$ cat config.mk
export PLATFORM = sky130hd
export DESIGN_NAME = eod_control
export DESIGN_NICKNAME = d
export VERILOG_FILES = /design/src/rtl/eod_pkg.sv /design/src/rtl/eod_control.sv /design/src/rtl/eod_sync.sv /design/src/rtl/eod_ac_timer.sv
export SDC_FILE = /design/constraint.sdc
export NUM_CORES = 1
export LEC_CHECK = 0
export ABC_AREA = 1
export BUFFER_PORTS_ARGS = -buffer_cell sky130_fd_sc_hd__buf_4
export CAP_MARGIN = 40
export CORE_UTILIZATION = 45
export DETAILED_ROUTE_END_ITERATION = 8
export PLACE_DENSITY = 0.67
export SETUP_SLACK_MARGIN = 0.02
export SLEW_MARGIN = 40
export SYNTH_ARGS = -nofsm -noshare
export SYNTH_HDL_FRONTEND = slang
export SYNTH_HIERARCHICAL = 1
export SYNTH_SLANG_ARGS = --single-unit
export TNS_END_PERCENT = 1
$ cat constraint.sdc
create_clock -name core_clk -period 3.8 [get_ports core_clk]
set_input_delay 0.38 -clock core_clk [delete_from_list [all_inputs] [get_ports core_clk]]
set_output_delay 0.38 -clock core_clk [all_outputs]
set_load 0.005 [all_outputs]
$ cat src/rtl/eod_pkg.sv
// Constants shared by the electrode-off detection control block
package eod_pkg;

    // APB register byte offsets
    localparam logic [7:0] ADDR_CTRL = 8'h00;
    localparam logic [7:0] ADDR_SENSP = 8'h04;
    localparam logic [7:0] ADDR_SENSN = 8'h08;
    localparam logic [7:0] ADDR_FLIP = 8'h0C;
    localparam logic [7:0] ADDR_CFG4 = 8'h10;
    localparam logic [7:0] ADDR_SEL = 8'h14;
    localparam logic [7:0] ADDR_STATP = 8'h18;
    localparam logic [7:0] ADDR_STATN = 8'h1C;

    // Detection control register fields
    localparam int CTRL_W = 8;
    localparam int TH_LO = 5;
    localparam int TH_W = 3;
    localparam int CUR_LO = 2;
    localparam int CUR_W = 2;
    localparam int RATE_LO = 0;
    localparam int RATE_W = 2;

    // Fourth configuration register fields
    localparam int CFG4_W = 8;
    localparam int CFG4_SLEEP_BIT = 1;
    localparam int CFG4_EXC_OFF_BIT = 4;

    // Excitation rate codes
    localparam logic [1:0] RATE_DC = 2'h0;
    localparam logic [1:0] RATE_SLOW = 2'h1;
    localparam logic [1:0] RATE_FAST = 2'h2;

    // Input selector codes that bring the bias return onto a channel
    localparam int SEL_W = 3;
    localparam logic [2:0] SEL_BIAS_P = 3'h6;
    localparam logic [2:0] SEL_BIAS_N = 3'h7;

    // Reset values
    localparam logic [31:0] RST_WORD = 32'h0000_0000;

    // Timing: clock rate and AC excitation frequencies in millihertz
    localparam longint CLK_HZ = 40000000;
    localparam longint AC_SLOW_MHZ = 7800;
    localparam longint AC_FAST_MHZ = 31200;
    localparam longint MHZ_PER_HZ = 1000;
    // Half period in cycles, rounded down
    localparam int unsigned AC_SLOW_HALF = int'((CLK_HZ * MHZ_PER_HZ) / (2 * AC_SLOW_MHZ));
    localparam int unsigned AC_FAST_HALF = int'((CLK_HZ * MHZ_PER_HZ) / (2 * AC_FAST_MHZ));

endpackage

$ cat src/rtl/eod_control.sv
// Register file and control logic for electrode-off detection
//
// Decided for this implementation: the register offsets and register access over APB.
`timescale 1ns/1ps

// Operation
// - Separate positive and negative side enables per channel
// - Internal excitation off, comparators still active
// - DC: one side up, other down
// - Swap bit exchanges pull-up and pull-down sides
// - Two-bit field sets excitation current level
// - Three-bit field sets comparator threshold level
// - Comparator results held in two status registers
// - Both status registers go into output stream
// - Sleep bit powers down all comparators
// - AC mode alternates source and sink periodically
// - Rate field selects 7.8 or 31.2 Hz
// - Selector 110/111 routes bias return to side
// - Threshold at bits 7:5, also bias detection
module eod_control #(
    parameter int NCH = 8,
    parameter int unsigned AC_SLOW_HALF = eod_pkg::AC_SLOW_HALF,
    parameter int unsigned AC_FAST_HALF = eod_pkg::AC_FAST_HALF
) (
    // Clock and reset
    input wire logic core_clk,
    input wire logic rst,
    // APB slave
    input wire logic psel,
    input wire logic penable,
    input wire logic pwrite,
    input wire logic [7:0] paddr,
    input wire logic [31:0] pwdata,
    input wire logic [3:0] pstrb,
    output logic [31:0] prdata,
    output logic pready,
    output logic pslverr,
    // Conversion strobe from the converter logic
    input wire logic conv_done,
    // Raw comparator outputs from the analog side
    input wire logic [NCH-1:0] comp_p_async,
    input wire logic [NCH-1:0] comp_n_async,
    // Excitation controls per channel side
    output logic [NCH-1:0] pull_up_p,
    output logic [NCH-1:0] pull_down_p,
    output logic [NCH-1:0] pull_up_n,
    output logic [NCH-1:0] pull_down_n,
    // Analog settings
    output logic [1:0] excitation_current_level,
    output logic [2:0] detect_threshold_level,
    output logic detect_comparator_sleep,
    // Bias return routing per channel
    output logic [NCH-1:0] bias_return_to_p,
    output logic [NCH-1:0] bias_return_to_n,
    // Status words for the conversion output stream
    output logic [2*NCH-1:0] stream_status_word,
    output logic stream_status_valid
);

    // Software registers
    logic [eod_pkg::CTRL_W-1:0] electrode_detect_control_q;
    logic [NCH-1:0] detect_enable_positive_side_q;
    logic [NCH-1:0] detect_enable_negative_side_q;
    logic [NCH-1:0] excitation_polarity_swap_q;
    logic [eod_pkg::CFG4_W-1:0] fourth_config_register_q;
    logic [eod_pkg::SEL_W*NCH-1:0] channel_input_selector_q;
    // Comparator status, written by hardware only
    logic [NCH-1:0] detect_status_positive_q;
    logic [NCH-1:0] detect_status_negative_q;
    // APB answer registers
    logic [31:0] prdata_q;
    logic pready_q;
    logic pslverr_q;
    // Output registers
    logic [NCH-1:0] pull_up_p_q;
    logic [NCH-1:0] pull_down_p_q;
    logic [NCH-1:0] pull_up_n_q;
    logic [NCH-1:0] pull_down_n_q;
    logic [NCH-1:0] bias_p_q;
    logic [NCH-1:0] bias_n_q;
    logic [2*NCH-1:0] stream_word_q;
    logic stream_valid_q;
    // Synchronised comparator levels
    logic [NCH-1:0] comp_p_s;
    logic [NCH-1:0] comp_n_s;
    // AC excitation phase
    logic ac_phase;

    // Comparator levels cross from the analog side
    eod_sync #(.W(NCH)) u_sync_p (
        .core_clk(core_clk),
        .rst(rst),
        .async_in(comp_p_async),
        .sync_out(comp_p_s)
    );
    eod_sync #(.W(NCH)) u_sync_n (
        .core_clk(core_clk),
        .rst(rst),
        .async_in(comp_n_async),
        .sync_out(comp_n_s)
    );

    // Field decode of the control registers
    wire [1:0] rate_sel = electrode_detect_control_q[eod_pkg::RATE_LO +: eod_pkg::RATE_W];
    wire comp_sleep = fourth_config_register_q[eod_pkg::CFG4_SLEEP_BIT];
    wire exc_off = fourth_config_register_q[eod_pkg::CFG4_EXC_OFF_BIT];

    // Source and sink alternation for AC detection
    eod_ac_timer #(
        .SLOW_HALF(AC_SLOW_HALF),
        .FAST_HALF(AC_FAST_HALF)
    ) u_ac_timer (
        .core_clk(core_clk),
        .rst(rst),
        .rate_sel(rate_sel),
        .phase(ac_phase)
    );

    // APB decode
    wire setup_ph = psel & ~penable;
    wire access_done = psel & penable & pready_q;
    wire wr_en = access_done & pwrite & ~pslverr_q;
    wire [7:0] word_addr = {paddr[7:2], 2'h0};
    wire hit_ctrl = (word_addr == eod_pkg::ADDR_CTRL);
    wire hit_sensp = (word_addr == eod_pkg::ADDR_SENSP);
    wire hit_sensn = (word_addr == eod_pkg::ADDR_SENSN);
    wire hit_flip = (word_addr == eod_pkg::ADDR_FLIP);
    wire hit_cfg4 = (word_addr == eod_pkg::ADDR_CFG4);
    wire hit_sel = (word_addr == eod_pkg::ADDR_SEL);
    wire hit_statp = (word_addr == eod_pkg::ADDR_STATP);
    wire hit_statn = (word_addr == eod_pkg::ADDR_STATN);
    wire addr_hit = hit_ctrl | hit_sensp | hit_sensn | hit_flip | hit_cfg4 | hit_sel | hit_statp | hit_statn;

    // Read word, also the base that a masked write merges into
    wire [31:0] rd_word;

    // Byte-lane merge of write data
    wire [31:0] wmask = {{8{pstrb[3]}}, {8{pstrb[2]}}, {8{pstrb[1]}}, {8{pstrb[0]}}};
    wire [31:0] old_word = rd_word;
    wire [31:0] new_word = (old_word & ~wmask) | (pwdata & wmask);

    // Read selection; unused upper bits read as zero
    assign rd_word = hit_ctrl ? {24'h00_0000, electrode_detect_control_q} :
                     hit_sensp ? {{(32-NCH){1'b0}}, detect_enable_positive_side_q} :
                     hit_sensn ? {{(32-NCH){1'b0}}, detect_enable_negative_side_q} :
                     hit_flip ? {{(32-NCH){1'b0}}, excitation_polarity_swap_q} :
                     hit_cfg4 ? {24'h00_0000, fourth_config_register_q} :
                     hit_sel ? {{(32-eod_pkg::SEL_W*NCH){1'b0}}, channel_input_selector_q} :
                     hit_statp ? {{(32-NCH){1'b0}}, detect_status_positive_q} :
                     hit_statn ? {{(32-NCH){1'b0}}, detect_status_negative_q} :
                     32'h0000_0000;

    // APB answer: one access cycle, read data captured in setup
    always_ff @(posedge core_clk) begin
        if (rst) begin
            pready_q <= 1'b0;
            pslverr_q <= 1'b0;
            prdata_q <= eod_pkg::RST_WORD;
        end else if (setup_ph) begin
            pready_q <= 1'b1;
            pslverr_q <= ~addr_hit;
            prdata_q <= pwrite ? eod_pkg::RST_WORD : rd_word;
        end else if (access_done) begin
            pready_q <= 1'b0;
            pslverr_q <= 1'b0;
        end
    end

    // Software writes; status registers ignore writes
    always_ff @(posedge core_clk) begin
        if (rst) begin
            electrode_detect_control_q <= eod_pkg::RST_WORD[eod_pkg::CTRL_W-1:0];
            detect_enable_positive_side_q <= eod_pkg::RST_WORD[NCH-1:0];
            detect_enable_negative_side_q <= eod_pkg::RST_WORD[NCH-1:0];
            excitation_polarity_swap_q <= eod_pkg::RST_WORD[NCH-1:0];
            fourth_config_register_q <= eod_pkg::RST_WORD[eod_pkg::CFG4_W-1:0];
            channel_input_selector_q <= eod_pkg::RST_WORD[eod_pkg::SEL_W*NCH-1:0];
        end else if (wr_en) begin
            if (hit_ctrl) begin
                electrode_detect_control_q <= new_word[eod_pkg::CTRL_W-1:0];
            end
            if (hit_sensp) begin
                detect_enable_positive_side_q <= new_word[NCH-1:0];
            end
            if (hit_sensn) begin
                detect_enable_negative_side_q <= new_word[NCH-1:0];
            end
            if (hit_flip) begin
                excitation_polarity_swap_q <= new_word[NCH-1:0];
            end
            if (hit_cfg4) begin
                fourth_config_register_q <= new_word[eod_pkg::CFG4_W-1:0];
            end
            if (hit_sel) begin
                channel_input_selector_q <= new_word[eod_pkg::SEL_W*NCH-1:0];
            end
        end
    end

    // Excitation steering: in DC the positive side is pulled up unless swapped,
    // in AC the same pattern flips every half period
    wire ac_mode = (rate_sel == eod_pkg::RATE_SLOW) | (rate_sel == eod_pkg::RATE_FAST);
    wire [NCH-1:0] p_up = ~excitation_polarity_swap_q ^ {NCH{ac_mode & ac_phase}};
    wire [NCH-1:0] drive_p = detect_enable_positive_side_q & {NCH{~exc_off}};
    wire [NCH-1:0] drive_n = detect_enable_negative_side_q & {NCH{~exc_off}};

    // Bias return routing decode, one selector field per channel
    logic [NCH-1:0] bias_p_d;
    logic [NCH-1:0] bias_n_d;
    for (genvar i = 0; i < NCH; i++) begin : g_route
        assign bias_p_d[i] = (channel_input_selector_q[i*eod_pkg::SEL_W +: eod_pkg::SEL_W] == eod_pkg::SEL_BIAS_P);
        assign bias_n_d[i] = (channel_input_selector_q[i*eod_pkg::SEL_W +: eod_pkg::SEL_W] == eod_pkg::SEL_BIAS_N);
    end

    // Excitation and routing outputs are registered to keep pins glitch free
    always_ff @(posedge core_clk) begin
        if (rst) begin
            pull_up_p_q <= '0;
            pull_down_p_q <= '0;
            pull_up_n_q <= '0;
            pull_down_n_q <= '0;
            bias_p_q <= '0;
            bias_n_q <= '0;
        end else begin
            pull_up_p_q <= drive_p & p_up;
            pull_down_p_q <= drive_p & ~p_up;
            pull_up_n_q <= drive_n & ~p_up;
            pull_down_n_q <= drive_n & p_up;
            bias_p_q <= bias_p_d;
            bias_n_q <= bias_n_d;
        end
    end

    // Comparators asleep give no result, so zeros are captured
    wire [NCH-1:0] cap_p = comp_p_s & {NCH{~comp_sleep}};
    wire [NCH-1:0] cap_n = comp_n_s & {NCH{~comp_sleep}};

    // Status and stream word are taken together at each conversion, so a
    // sample and its status always belong to the same conversion
    always_ff @(posedge core_clk) begin
        if (rst) begin
            detect_status_positive_q <= '0;
            detect_status_negative_q <= '0;
            stream_word_q <= '0;
            stream_valid_q <= 1'b0;
        end else begin
            stream_valid_q <= conv_done;
            if (conv_done) begin
                detect_status_positive_q <= cap_p;
                detect_status_negative_q <= cap_n;
                stream_word_q <= {cap_p, cap_n};
            end
        end
    end

    // Outputs, all straight from registers
    assign prdata = prdata_q;
    assign pready = pready_q;
    assign pslverr = pslverr_q;
    assign pull_up_p = pull_up_p_q;
    assign pull_down_p = pull_down_p_q;
    assign pull_up_n = pull_up_n_q;
    assign pull_down_n = pull_down_n_q;
    assign excitation_current_level = electrode_detect_control_q[eod_pkg::CUR_LO +: eod_pkg::CUR_W];
    assign detect_threshold_level = electrode_detect_control_q[eod_pkg::TH_LO +: eod_pkg::TH_W];
    assign detect_comparator_sleep = fourth_config_register_q[eod_pkg::CFG4_SLEEP_BIT];
    assign bias_return_to_p = bias_p_q;
    assign bias_return_to_n = bias_n_q;
    assign stream_status_word = stream_word_q;
    assign stream_status_valid = stream_valid_q;
endmodule

$ cat src/rtl/eod_sync.sv
// Two-flop synchroniser for a bus of independent comparator levels
`timescale 1ns/1ps
module eod_sync #(
    parameter int W = 8
) (
    // Clock and reset
    input wire logic core_clk,
    input wire logic rst,
    // Levels
    input wire logic [W-1:0] async_in,
    output logic [W-1:0] sync_out
);

    // First stage, read only by the second stage
    logic [W-1:0] meta_q;
    // Second stage, safe to use
    logic [W-1:0] sync_q;

    // Each bit is a separate level; bits may settle in different cycles
    always_ff @(posedge core_clk) begin
        if (rst) begin
            meta_q <= '0;
            sync_q <= '0;
        end else begin
            meta_q <= async_in;
            sync_q <= meta_q;
        end
    end

    assign sync_out = sync_q;

endmodule

$ cat src/rtl/eod_ac_timer.sv
// Phase generator for the alternating source and sink excitation
`timescale 1ns/1ps
module eod_ac_timer #(
    parameter int unsigned SLOW_HALF = eod_pkg::AC_SLOW_HALF,
    parameter int unsigned FAST_HALF = eod_pkg::AC_FAST_HALF
) (
    // Clock and reset
    input wire logic core_clk,
    input wire logic rst,
    // Rate choice
    input wire logic [1:0] rate_sel,
    // Excitation phase, high means sink on the normally pulled-up side
    output logic phase
);

    // Half-period counter
    logic [31:0] cnt_q;
    logic [31:0] cnt_d;
    // Current phase
    logic phase_q;
    logic phase_d;

    // Decode of rate and terminal count
    wire is_slow = (rate_sel == eod_pkg::RATE_SLOW);
    wire is_fast = (rate_sel == eod_pkg::RATE_FAST);
    wire ac_on = is_slow | is_fast;
    wire [31:0] limit = is_slow ? (SLOW_HALF - 32'h0000_0001) : (FAST_HALF - 32'h0000_0001);
    // Compare with >= so a switch to the faster rate never overruns
    wire at_end = (cnt_q >= limit);

    assign cnt_d = (!ac_on || at_end) ? 32'h0000_0000 : cnt_q + 32'h0000_0001;
    assign phase_d = ac_on ? (phase_q ^ at_end) : 1'b0;

    // Counter and phase registers
    always_ff @(posedge core_clk) begin
        if (rst) begin
            cnt_q <= 32'h0000_0000;
            phase_q <= 1'b0;
        end else begin
            cnt_q <= cnt_d;
            phase_q <= phase_d;
        end
    end

    assign phase = phase_q;
endmodule

### Word level (Yosys, flattened, before mapping)

Cells that the tools add are included.
Widths: inputs -> output; s select.

| storage, ports and cells | value |
|---|---|
| output and inout bits | 105 |
| input port bits | 66 |
| register bits | 244 |

| operators by class | value |
|---|---|
| bitwise logic cells | 36 |
| equal/unequal tests | 25 |
| $lt $le $gt $ge | 1 |
| reductions and logical operators | 12 |
| add/sub/neg operators | 1 |
| mux-type cells | 13 |

Operators by type and width:

| kind | count |
|---|---|
| $mux 24 | 7 |
| $and 8x8->8 | 8 |
| $and 24x24->24 | 2 |
| $eq 3x3->1 const B | 16 |
| $add 32x1->32 const B | 1 |
| $ge 32x32->1 | 1 |
| $eq 6x3->1 const B | 4 |
| $not 24->24 | 1 |
| $or 24x24->24 | 1 |
| $mux 22 | 1 |
| $mux 8 | 2 |
| $not 8->8 | 2 |
| $eq 6x2->1 const B | 2 |
| $reduce_and 2->1 | 6 |
| $logic_not 8->1 | 1 |
| $or 1x1->1 | 8 |
| $xor 8x8->8 | 1 |
| $and 1x1->1 | 6 |
| $eq 6x1->1 const B | 1 |
| $not 1->1 | 6 |
| $reduce_or 2->1 | 2 |
| $mux 1 | 3 |
| $eq 2x1->1 const B | 1 |
| $eq 2x2->1 const B | 1 |
| 4 further kinds | 4 |

### Longest topological paths before layout

Gate-level depths: netlist (run 1).

| logic depth | value |
|---|---|
| word-level depth | 11 |
| gate-level depth with buffers | 15 |
| gate-level depth less buffers | 14 |

### By module

The synthesis (run 1) kept the hierarchy.

By module, submodules not included:

| module | seq. area each (sq um) | cells each | area an instance (sq um) | times used |
|---|---|---|---|---|
| eod_control | 3103.0 | 817 | 6615.1 | 1 |
| eod_ac_timer | 660.6 | 222 | 1711.6 | 1 |
| eod_sync | 320.3 | 50 | 474.2 | 2 |

### Worst setup path before layout (run 1)

No wires, ideal clock.

| path | value |
|---|---|
| path kind | flip-flop to flip-flop |
| start | register electrode_detect_control_q[0] (netlist name) |
| end | register u_ac_timer.cnt_q[14] |
| library setup time | 0.064 ns |
| setup slack | 2.009 ns |
| period minus slack after synthesis | 1.791 ns |
| stages on the path, launching flop included | 15 |
| arrival | 1.727 ns |
| required time | 3.736 ns |
| path buffers | 2 |
| path through | dfxtp_1 > ha_1 > buf_6 > inv_4 > ha_1 > nor2_1 > nand2_1 > nor2_1 > nand2_1 > nand3_1 > nand3_1 > nand2_2 > nand3_4 > buf_6 > nor2_1 |

| between the ends | value |
|---|---|
| longest elaborated chain between the ends | 5 |

RTL lines:

| element | RTL line | RTL |
|---|---|---|
| start: declaration | eod_control.sv:61 | `logic [eod_pkg::CTRL_W-1:0] electrode_detect_control_q;` |
| start signal: assignment | eod_control.sv:172 | `electrode_detect_control_q <= eod_pkg::RST_WORD[eod_pkg::CTRL_W-1:0];` |
| start signal: assignment | eod_control.sv:180 | `electrode_detect_control_q <= new_word[eod_pkg::CTRL_W-1:0];` |
| $eq 2x1->1 / $eq 2x2->1 (equally long branches) | eod_ac_timer.sv:24, eod_ac_timer.sv:25 |  |
| $mux 22 / $or 1x1->1 (equally long branches) | eod_ac_timer.sv:27, eod_ac_timer.sv:26 |  |
| $ge 32x32->1 / $logic_not 1->1 (equally long branches) | eod_ac_timer.sv:29, eod_ac_timer.sv:31 |  |
| $logic_or 1x1->1 (*) | eod_ac_timer.sv:31 | `assign cnt_d = (!ac_on \|\| at_end) ? 32'h0000_0000 : cnt_q + 32'h0000_0001;` |
| $reduce_or 2->1 (no source line) (*) | n/a |  |
| end signal: assignment | eod_ac_timer.sv:40 | `cnt_q <= cnt_d;` |
| end: declaration | eod_ac_timer.sv:17 | `logic [31:0] cnt_q;` |

Mark *: on every way between the ends. The rest lies on a longest branch, timed or not.
A chain may end at the register's enable or synchronous reset.

### Worst setup path after layout (run 1)

| path | value |
|---|---|
| start | register electrode_detect_control_q[0] (netlist name) |
| end | register u_ac_timer.cnt_q[22] |

The elaborated chain is that of the path after synthesis.

==> summary.md, run 1 <==
| Metric | Value |
|---|---|
| Async S/R FF share, synth | `0%` |
| Static Leak | `4.74 nW` |
| RePlAce Congestion | `0.868` |
| CTS tree | `done` |
| Cell Area, Synth | `9280 sq um` |
| CP top delay family | `adder cells` |
| Fmax | `413 MHz` |
| Outcome | `complete, no violations` |
| Num CTS Buffers | `24` |
| Slew @ Worst Pin | `0.722 ns` |
| FF+latch count, synth | `220` |
| Share of layout cells above drive strength 1 | `24.7%` |
| Nets | `1347` |
| Worst path cell trace | `ha_1, ha_1, a31o_2, a21oi_1, nand3_1, nand2_2, nand3_4, a21oi_1` |
| Post-CTS Setup Inserts | `0` |
| Crit path arrival time | `2.85 ns` |
| Top_reg_cell synth | `dfxtp_1` |
| Die X-Extent | `146 um` |
| First-pass DRT Iterations | `6` |
| Worst Path Buf+Inv | `0` |
| Startpoint Class | `flip-flop` |
| Congestion Overflow GR | `0` |
| Fillers | `1851` |
| Largest cells by area after synthesis | `dfxtp_1, nand2_1, inv_1, nor2_1, a21oi_1` |
| DRC violations left | `0` |
| Synth cell count leaders | `dfxtp_1, nand2_1, inv_1` |
| Peak VDD IR | `0.000310 V` |
| CTS resizes | `0` |
| Tot Pwr | `5.14 mW` |
| Root buffer cell | `clkbuf_16` |
| EDFF count, synth | `0` |
| Normalized max-slew margin | `51.8%` |
| Cell with the most instances after synthesis | `dfxtp_1` |
| Synth cell types | `44` |
| Final-report hold violation count | `0` |
| Crit end category | `flip-flop` |
| Clock skew | `0.00977 ns` |
| Vias | `7546` |
| Antenna cell count | `0` |
| Initial antenna violation count | `0` |
| CTS max path bufs | `3` |
| CP Max Fanout | `23` |
| Vias in the first global route | `6984` |
| Top cell type's share of synthesized area | `47.5%` |
| CP max stage cell | `dfxtp_1` |
| Syn Area/Cell | `8.14 sq um` |
| Routed wire length | `21500 um` |
| Post-route ant nets | `0` |
| Seq/Total Area, Yosys | `47.5%` |
| First-pass GRT wire length | `35000 um` |
| Setup Viol. Count Final | `0` |
| Fin. max-slew vios | `0` |
| Initial core utilization | `45.8%` |
| HP Class | `primary input to flip-flop` |
| Register clock-pin slew on the reported worst setup and hold paths | `0.06 ns` |
| Pwr Density | `454 nW/um^2` |
| Layout area overhead | `22.1%` |
| Fin crit share | `63.7%` |
| Fin cells | `1560` |
| Post-synth top area cell | `dfxtp_1` |
| WP data required | `4.23 ns` |
| MaxCap Viol Count | `0` |
| Initial drt markers | `429` |
| I/O Pins | `171` |
| Crit-path max cell delay | `0.50 ns` |
| H-tree depth | `1` |
| Vias per Instance | `4.84` |
| All-Layer GR Usage | `20.1%` |
| Largest net degree at the start of global routing | `46` |
| CP Class | `flip-flop to flip-flop` |
| Core ar. | `20200 sq um` |
| Drt wl/cell | `13.8 um` |
| Ys Warns | `6` |
| Detailed placement HPWL | `15200 um` |
| # rows | `52` |
| Minimum clock period | `2.42 ns` |
| DP Cell Count | `1518` |
| DIE AREA | `21200 sq um` |
| Skew-Pair Late Insertion Delay | `0.51 ns` |
| Unrepaired setup endpoints after global routing | `false` |
| Die H | `146 um` |
| Post-Syn Instances | `1139` |
| Buffers on Ports | `151` |
| Clock sink count | `220` |
| Setup total negative slack | `0 ns` |
| Cts-stage hold buffer count | `0` |
==> kinds of logic (layout without fill, tap and decap cells) <==
logic type | count (synthesis) | in the layout | share of synthesized area (%)
simple gates | 498 | 498 | 26.8
flops | 220 | 220 | 47.5
buf+inv | 206 | 342 | 10.3
compound gates | 179 | 179 | 11.9
xor+xnor | 27 | 27 | 2.55
fa+ha+maj | 7 | 7 | 0.944
other cells | 2 | 17 | 0.0810
==> stage by stage <==
| stage | util [%] | setup slack (ns) | area (sq um) | hold slack [ns] |
|---|---|---|---|---|
| 3_3_place_gp | 51.5 | 1.22 | 10400 | 0.391 |
| 3_5_place_dp | 51.5 | 1.18 | 10400 | 0.392 |
| 4_1_cts | 56.0 | 1.40 | 11300 | 0.0532 |
| 2_1_floorplan | - | 2.01 | 9330 | 0.388 |
| 6_report | 56.0 | 1.38 | 11300 | 0.0651 |
| 5_1_grt | 56.0 | 1.17 | 11300 | 0.0639 |
==> per-layer routing <==
layer  vias up  track usage (%)  share of wire, %
li1       3900                -                 -
met1      3395             26.9                45
met2       219             31.8                45
met3        32             5.39               8.1
met4         0             5.84               2.1
met5         -                0                 0
==> worst reg2reg max path: stages, from the launching register on <==
cell     delay (ns)
dfxtp_1        0.50
ha_1           0.49
ha_1           0.33
a31o_2         0.25
a21oi_1        0.10
nand3_1        0.11
nand2_2        0.12
nand3_4        0.24
a21oi_1        0.22
==> state kept, by name (all words and copies together), names as in the netlist, 7 cells and up <==
| name | flops |
|---|---|
| bias_return_to_p | 8 |
| pull_down_p | 8 |
| fourth_config_register_q | 8 |
| pull_up_n | 8 |
| detect_status_negative_q | 7 |
| u_sync_n/sync_out | 8 |
| u_sync_p/sync_out | 8 |
| bias_return_to_n | 8 |
| channel_input_selector_q | 24 |
| detect_enable_positive_side_q | 8 |
| u_sync_n/meta_q | 8 |
| u_ac_timer/cnt_q | 32 |
| pull_up_p | 8 |
| excitation_polarity_swap_q | 8 |
| prdata | 24 |
| electrode_detect_control_q | 8 |
| u_sync_p/meta_q | 8 |
| detect_enable_negative_side_q | 8 |
| pull_down_n | 8 |
| detect_status_positive_q | 8 |
==> path summary, 6_finish.rpt <==
kind / startpoint / to / slack, ns / cells after the start
worst max-delay path: electrode_detect_control_q[0] / u_ac_timer/cnt_q[22] / 1.38 / 8
worst min-delay path: comp_n_async[1] / u_sync_n/meta_q[1] / 0.07 / 3
worst max register to register: electrode_detect_control_q[0] / u_ac_timer/cnt_q[22] / 1.38 / 8
worst min register to register: u_sync_p/meta_q[0] / u_sync_p/sync_out[0] / 0.40 / 2
==> where the power goes <==
part	switching [mW]	internal [mW]	leakage (nW)	total, mW
registers	0.0107	2.33	1.78	2.34
clock network	0.919	1.67	0.443	2.59
logic	0.128	0.0745	2.51	0.203
total	1.06	4.08	4.74	5.14
==> cell usage in the layout (no fill, tap or decap), types with 3 or more instances in the layout <==
cell type  instances
clkinv_2           5
nor2_1           116
nor2_2            16
clkbuf_16         25
dfxtp_1          220
xor2_1            25
a221oi_1           7
nand2_1          180
a21oi_2           34
nand3_2           14
nor2_4            15
nor4_1             6
o21ai_1            7
o21ai_0           41
or2_2             10
nand3_1           74
conb_1            17
nand2_4            8
o32ai_1            3
bufinv_16          6
nand2_2            3
clkbuf_8           4
inv_1            132
inv_2             10
ha_1               7
buf_4            155
a221oi_2           3
a21oi_1           80
nand4_1           12
nor3_1            35
==> layout make-up <==
class	instances	area, sq um	share of cell area (%)
Timing Repair Buffer	155	1160	10.3
Tap cell	270	338	2.98
Inverter	145	547	4.83
Multi-Input combinational cell	728	3970	35.1
Clock inverter	12	213	1.88
Clock buffer	30	684	6.04
Sequential cell	220	4400	38.9
Note: power is estimated with default switching activity, not from simulation.
==> inputs of run 2 (changes only) <==
==> constraint.sdc (replaced) <==
create_clock -name core_clk -period 2.45 [get_ports core_clk]
set_input_delay 0.245 -clock core_clk [delete_from_list [all_inputs] [get_ports core_clk]]
set_output_delay 0.245 -clock core_clk [all_outputs]
set_load 0.005 [all_outputs]
==> summary.md, run 2 (synthesized netlist as in run 1, its figures left out) <==
| Metric | Value |
|---|---|
| Register Area | `4400 sq um (unchanged)` |
| H-tree depth | `1 (unchanged)` |
| Initial core utilization | `45.8% (unchanged)` |
| Register clock-pin slew on the reported worst setup and hold paths | `0.06 ns (about the same)` |
| Fin crit share | `87.7% (+24 points)` |
| Vias in the first global route | `7238 (+3.6%)` |
| DIE AREA | `21200 sq um (unchanged)` |
| Die X-Extent | `146 um (unchanged)` |
| Fmax | `465 MHz (+13%)` |
| Skew-Pair Late Insertion Delay | `0.51 ns (about the same)` |
| R2R Setup Slk | `0.30 ns (-1.08 ns)` |
| Top reg by flops | `u_ac_timer/cnt_q` |
| Share of layout cells above drive strength 1 | `24.7% (about the same)` |
| Routed wire length | `22500 um (+4.7%)` |
| Core ar. | `20200 sq um (unchanged)` |
| Worst path cell trace | `inv_1, ha_2, buf_4, ha_1, a31oi_1, a21oi_1, nor2_2, nand3_4, a21oi_1` |
| Setup total negative slack | `0 ns (unchanged)` |
| Minimum clock period | `2.15 ns (-0.274 ns)` |
| Post-route ant nets | `0 (unchanged)` |
| Worst Path Buf+Inv | `2 (+2)` |
| Clock sink count | `220 (unchanged)` |
| Dpl ws | `0.251 ns (-0.924 ns)` |
| Num CTS Buffers | `24 (unchanged)` |
| Normalized max-slew margin | `51.9% (+0.071 points)` |
| Largest net degree at the start of global routing | `80 (+74%)` |
| Slew @ Worst Pin | `0.721 ns (-0.00134 ns)` |
| Commonest non-fill, non-tap cells in the layout | `dfxtp_1, nand2_1, buf_4` |
| # rows | `52 (unchanged)` |
| Commonest non-fill, non-tap cell in the layout | `dfxtp_1` |
| Unrepaired setup endpoints after global routing | `false` |
| First-pass DRT Iterations | `5 (-1)` |
| First-pass GRT wire length | `36800 um (+5.2%)` |
| Peak VDD IR | `0.000481 V (+55%)` |
| CP max stage cell | `dfxtp_1` |
| Max reg flops | `32 (unchanged)` |
| All-Layer GR Usage | `21.3% (+1.2 points)` |
| RePlAce Congestion | `0.866 (-0.24%)` |
| Crit-path max cell delay | `0.38 ns (-0.12 ns)` |
| Initial antenna violation count | `0 (unchanged)` |
| Root buffer cell | `clkbuf_16` |
| Final setup margin | `0.301 ns (-1.08 ns)` |
| Most numerous cell on the critical path | `a21oi_1` |
| Drt wl/cell | `14.2 um (+3.0%)` |
| Outcome | `complete, no violations` |
| Area of the multi-input gates | `3980 sq um (about the same)` |
| Vias | `7727 (+2.4%)` |
| I/O Pins | `171 (unchanged)` |
| Vias per Instance | `4.88 (+0.78%)` |
| Buffers on Ports | `151 (unchanged)` |
| CP Class | `flip-flop to flip-flop` |
| CP top delay family | `adder cells` |
| Clock skew | `0.00974 ns (-0.0000218 ns)` |
| Fin. max-slew vios | `0 (unchanged)` |
| Die H | `146 um (unchanged)` |
| Crit path arrival time | `2.59 ns (-0.26 ns)` |
| Startpoint Class | `flip-flop` |
| Nets | `1372 (+1.9%)` |
| DRC violations left | `0 (unchanged)` |
| Final-report hold violation count | `0 (unchanged)` |
| CTS max path bufs | `3 (unchanged)` |
| MaxCap Viol Count | `0 (unchanged)` |
| HP Class | `primary input to flip-flop` |
| Fillers | `1870 (+1.0%)` |
| Detailed placement HPWL | `15600 um (+2.8%)` |
| Setup Viol. Count Final | `0 (unchanged)` |
| Congestion Overflow GR | `0 (unchanged)` |
| Layout area overhead | `23.9%` |
| Pwr Density | `665 nW/um^2 (+46%)` |
| CTS tree | `done` |
| Crit end category | `flip-flop` |
| Initial drt markers | `353 (-18%)` |
| WP data required | `2.89 ns (-1.34 ns)` |
| Antenna cell count | `0 (unchanged)` |
| CP Max Fanout | `23 (unchanged)` |
| Static Leak | `4.81 nW (+1.6%)` |
## run 2: per-layer routing
layer	global-route usage (%)	routed length (um)	vias up
met1	27.1	9860	3529
met4	6.21	569	0
met5	0	0	-
met3	4.73	1400	44
met2	36.2	10700	210
li1	-	-	3944
## run 2: timing repair
| action | CTS | global route |
|---|---|---|
| hold buffers | 19 | 0 |
| endpoints found under the hold margin | 19 | 0 |
| gates resized for setup | 0 | 1 |
| setup endpoints to repair | 0 | 2 |
| buffers inserted | 0 | 0 |
## run 2: metrics by stage
| step | hold WS, ns | area, sq um | total power, mW | std cells | util (%) |
|---|---|---|---|---|---|
| after CTS | 0.00568 | 11500 | 7.70 | 1585 | 56.8 |
| after global placement | 0.390 | 10500 | 4.03 | 1524 | 51.8 |
| after global routing | 0.0220 | 11500 | 7.90 | 1585 | 56.8 |
| after floorplan | 0.352 | 9330 | 3.91 | 1154 | - |
| final | 0.0128 | 11500 | 7.64 | 1585 | 56.8 |
| after detailed placement | 0.392 | 10500 | 4.04 | 1524 | 51.8 |
## run 2: final timing paths
| check | from | cells past startpoint | endpoint |
|---|---|---|---|
| min | psel | 4 | pready |
| max | electrode_detect_control_q[1] | 9 | u_ac_timer/cnt_q[21] |
| max reg2reg | electrode_detect_control_q[1] | 9 | u_ac_timer/cnt_q[21] |
| min reg2reg | u_sync_n/meta_q[1] | 2 | u_sync_n/sync_out[1] |
## run 2: area by class of cell
cell class,instances,area share (%)
Clock inverter,10,0.948
Tap cell,270,2.94
Sequential cell,220,38.3
Timing Repair Buffer,180,12.3
Multi-Input combinational cell,728,34.6
Inverter,145,4.76
Clock buffer,32,6.11
## run 2: worst reg2reg max path: cells and delay by family (launching register included)
family / cells / cell delay, ns
flops: 1 / 0.38
fa+ha+maj: 2 / 0.53
simple gates: 2 / 0.45
buf+inv: 2 / 0.24
compound gates: 3 / 0.48
## run 2: power by group
group          switching [mW]  internal [mW]
clock                    1.44           2.22
combinational           0.206          0.138
sequential             0.0169           3.62
total                    1.66           5.98
==> inputs of run 3 (changes only) <==
--- a/config.mk
+++ b/config.mk
@@ -15,6 +15,5 @@
 export SLEW_MARGIN = 40
 export SYNTH_ARGS = -nofsm -noshare
 export SYNTH_HDL_FRONTEND = slang
-export SYNTH_HIERARCHICAL = 1
 export SYNTH_SLANG_ARGS = --single-unit
 export TNS_END_PERCENT = 1
==> summary.md, run 3 <==
| Metric | Value |
|---|---|
| Outcome | `complete, no violations` |
| Clock skew | `0.0122 ns (+0.00247 ns)` |
| Startpoint Class | `flip-flop` |
| Synth cell types | `42 (-4.5%)` |
| Synth Area in Simple Gates | `25.1% (-1.7 points)` |
| Nets | `1353 (-1.4%)` |
| Xor and xnor area share after synthesis | `2.85% (+0.30 points)` |
| HP Class | `primary input to flip-flop` |
| Drt wl/cell | `13.4 um (-5.4%)` |
| Ys Warns | `0 (-6)` |
| Crit-path max cell delay | `0.35 ns (-0.03 ns)` |
| Fin. max-slew vios | `0 (unchanged)` |
| Worst Path Buf+Inv | `3 (+1)` |
| Top_reg_cell synth | `dfxtp_1` |
| Normalized max-slew margin | `61.2% (+9.3 points)` |
| Unrepaired setup endpoints after global routing | `false` |
| Cell with the most instances after synthesis | `dfxtp_1` |
| Final setup margin | `0.341 ns (+0.0399 ns)` |
| DRC violations left | `0 (unchanged)` |
| CP startpoint | `electrode_detect_control_q[1]` |
| Share of layout cells above drive strength 1 | `21.7% (-3.0 points)` |
| Post-CTS Setup Inserts | `0 (unchanged)` |
| Largest family of logic cells by synthesized area | `simple AND/OR/NAND/NOR gates` |
| CTS max path bufs | `3 (unchanged)` |
| First-pass GRT wire length | `33600 um (-8.6%)` |
| GRT met1 Usage | `28.6% (+1.5 points)` |
| First-pass DRT Iterations | `5 (unchanged)` |
| Max reg flops | `32 (unchanged)` |
| WP data required | `2.85 ns (-0.04 ns)` |
| Crit path arrival time | `2.50 ns (-0.09 ns)` |
| Slew @ Worst Pin | `0.582 ns (-0.139 ns)` |
| Fmax | `474 MHz (+1.9%)` |
| DIE AREA | `20400 sq um (-3.7%)` |
| Setup total negative slack | `0 ns (unchanged)` |
| Top cell type's share of synthesized area | `49.3% (+1.9 points)` |
| All-Layer GR Usage | `20.6% (-0.67 points)` |
| Setup Viol. Count Final | `0 (unchanged)` |
| Reg-to-reg endpoint | `u_ac_timer.cnt_q[4]` |
| CP Max Fanout | `11 (-52%)` |
| Final-report hold violation count | `0 (unchanged)` |
| Routed wire length | `20900 um (-6.8%)` |
| Crit end category | `flip-flop` |
| Dpl ws | `0.244 ns (-0.00764 ns)` |
| EDFF count, synth | `0 (unchanged)` |
| FF-to-FF Start | `electrode_detect_control_q[1]` |
| Vias in the first global route | `6825 (-5.7%)` |
| Synth Area in Compound Gates | `11.8% (-0.099 points)` |
| Detailed placement HPWL | `14900 um (-4.2%)` |
| Synth cell count leaders | `dfxtp_1, nand2_1, inv_1` |
| Antenna cell count | `0 (unchanged)` |
| Largest cells by area after synthesis | `dfxtp_1, nand2_1, inv_1, a21oi_1, nor2_1` |
| GR peak layer | `met2` |
| Post-synth top area cell | `dfxtp_1` |
| # rows | `51 (-1.9%)` |
| Vias per Instance | `4.82 (-1.2%)` |
| Minimum clock period | `2.11 ns (-0.0399 ns)` |
| Worst path cell trace | `inv_1, ha_2, ha_1, inv_1, nor2_1, nor2b_1, o21ai_0, nand3_1, nand2_1, nand3_4, buf_4, nor2_1` |
| Congestion Overflow GR | `0 (unchanged)` |
| Die X-Extent | `143 um (-1.9%)` |
| FF+latch count, synth | `220 (unchanged)` |
| RePlAce Congestion | `0.837 (-3.4%)` |
| Seq/Total Area, Yosys | `49.3% (+1.9 points)` |
| Static Leak | `4.58 nW (-4.9%)` |
| I/O Pins | `171 (unchanged)` |
| Initial drt markers | `473 (+34%)` |
| Post-route ant nets | `0 (unchanged)` |
| WP depth | `12 (+3)` |
| Peak VDD IR | `0.000522 V (+8.6%)` |
| CP endpoint | `u_ac_timer.cnt_q[4]` |
| Async S/R FF share, synth | `0% (unchanged)` |
| Largest net degree at the start of global routing | `61 (-24%)` |
| Register clock-pin slew on the reported worst setup and hold paths | `0.06 ns (about the same)` |
| Worst-case reg-to-reg path depth | `12 (+3)` |
| Skew-Pair Late Insertion Delay | `0.50 ns (about the same)` |
| Commonest non-fill, non-tap cells in the layout | `dfxtp_1, nand2_1, buf_4` |
| Syn Area/Cell | `8.00 sq um (-1.8%)` |
| Die H | `143 um (-1.9%)` |
| Cell Area, Synth | `8930 sq um (-3.8%)` |
| GR Util met2 | `32.5% (-3.7 points)` |
| CP Class | `flip-flop to flip-flop` |
| Pwr Density | `654 nW/um^2 (-1.6%)` |
| Layout area overhead | `24.8%` |
| CP max stage cell | `dfxtp_1` |
| Clock sink count | `220 (unchanged)` |
| Buffers on Ports | `151 (unchanged)` |
| Vias | `7521 (-2.7%)` |
| R2R Setup Slk | `0.34 ns (+0.04 ns)` |
| Root buffer cell | `clkbuf_16` |
| MaxCap Viol Count | `0 (unchanged)` |
| Register Area | `4400 sq um (unchanged)` |
| Initial core utilization | `45.9% (about the same)` |
| Post-Syn Instances | `1116 (-2.0%)` |
| Adder-cell share of the synthesized area | `0.981% (+0.037 points)` |
| Top reg by flops | `u_ac_timer.cnt_q` |
| Num CTS Buffers | `23 (-4.2%)` |
| M3 GR Usage | `4.39% (-0.34 points)` |
| Core ar. | `19500 sq um (-3.8%)` |
| Commonest non-fill, non-tap cell in the layout | `dfxtp_1` |
| Fillers | `1769 (-5.4%)` |
| H-tree depth | `1 (unchanged)` |
| Multiplexer share of the synthesized area | `0% (unchanged)` |
| CP top delay family | `simple AND/OR/NAND/NOR gates` |
| Initial antenna violation count | `0 (unchanged)` |
| CTS tree | `done` |
| Area of the multi-input gates | `3710 sq um (-6.7%)` |
| Fin crit share | `86.1% (-1.6 points)` |
run 3: where the power goes:
part	leakage, nW	internal, mW	switching [mW]
registers	1.78	3.62	0.0164
logic	2.44	0.133	0.191
clock network	0.356	1.93	1.40
total	4.58	5.68	1.61
run 3: worst min-delay path by stage:
stage                       start                   end  slack (ns)  cells past startpoint
3_3_place_gp   u_sync_p.meta_q[5]  u_sync_p.sync_out[5]        0.39                      2
2_1_floorplan     comp_n_async[0]    u_sync_n.meta_q[0]        0.35                      2
5_1_grt                      psel                pready        0.04                      4
4_1_cts                      psel                pready       0.008                      4
6_report                     psel                pready        0.02                      4
3_5_place_dp   u_sync_p.meta_q[5]  u_sync_p.sync_out[5]        0.39                      2
run 3: kinds of logic (layout without fill, tap and decap cells):
kind of cell	after synthesis	count (layout)
fa+ha+maj	7	7
xor+xnor	29	29
simple gates	475	475
flops	220	220
other cells	1	17
compound gates	178	178
buf+inv	206	370
run 3: layer usage:
layer | vias to the layer above | share of wire [%]
met4 | 0 | 1.8
li1 | 3897 | -
met2 | 237 | 45
met5 | - | 0
met3 | 30 | 7.1
met1 | 3357 | 46
run 3: metrics by stage:
stage / hold WS, ns / std cells / area (sq um) / utilization, % / total power [mW]
floorplan: 0.352 / 1132 / 8990 / - / 3.89
global placement: 0.389 / 1503 / 10200 / 52.6 / 4.01
detailed placement: 0.393 / 1503 / 10200 / 52.6 / 4.02
CTS: 0.00778 / 1561 / 11100 / 57.2 / 7.37
global route: 0.0443 / 1561 / 11100 / 57.3 / 7.57
finish: 0.0248 / 1561 / 11100 / 57.3 / 7.29
run 3: area by class of cell:
type / count / area share, %
sequential: 220 / 39.5
clock buffer: 29 / 5.64
clock inverter: 12 / 0.898
multi-input combinational: 706 / 33.3
tap: 265 / 2.98
inverter: 144 / 4.85
timing repair buffer: 185 / 12.8
run 3: worst reg2reg max path: stages (launching register included):
cell and delay, ns:
dfxtp_1 0.35, inv_1 0.07, ha_2 0.22, ha_1 0.31, inv_1 0.04, nor2_1 0.13
nor2b_1 0.17, o21ai_0 0.10, nand3_1 0.10, nand2_1 0.11, nand3_4 0.15, buf_4 0.20
nor2_1 0.06
run 3: timing repair:
action,4_1_cts,5_1_grt
endpoints found under the hold margin,19,0
setup endpoints to repair,0,13
hold buffers,17,0
resized for setup,0,2
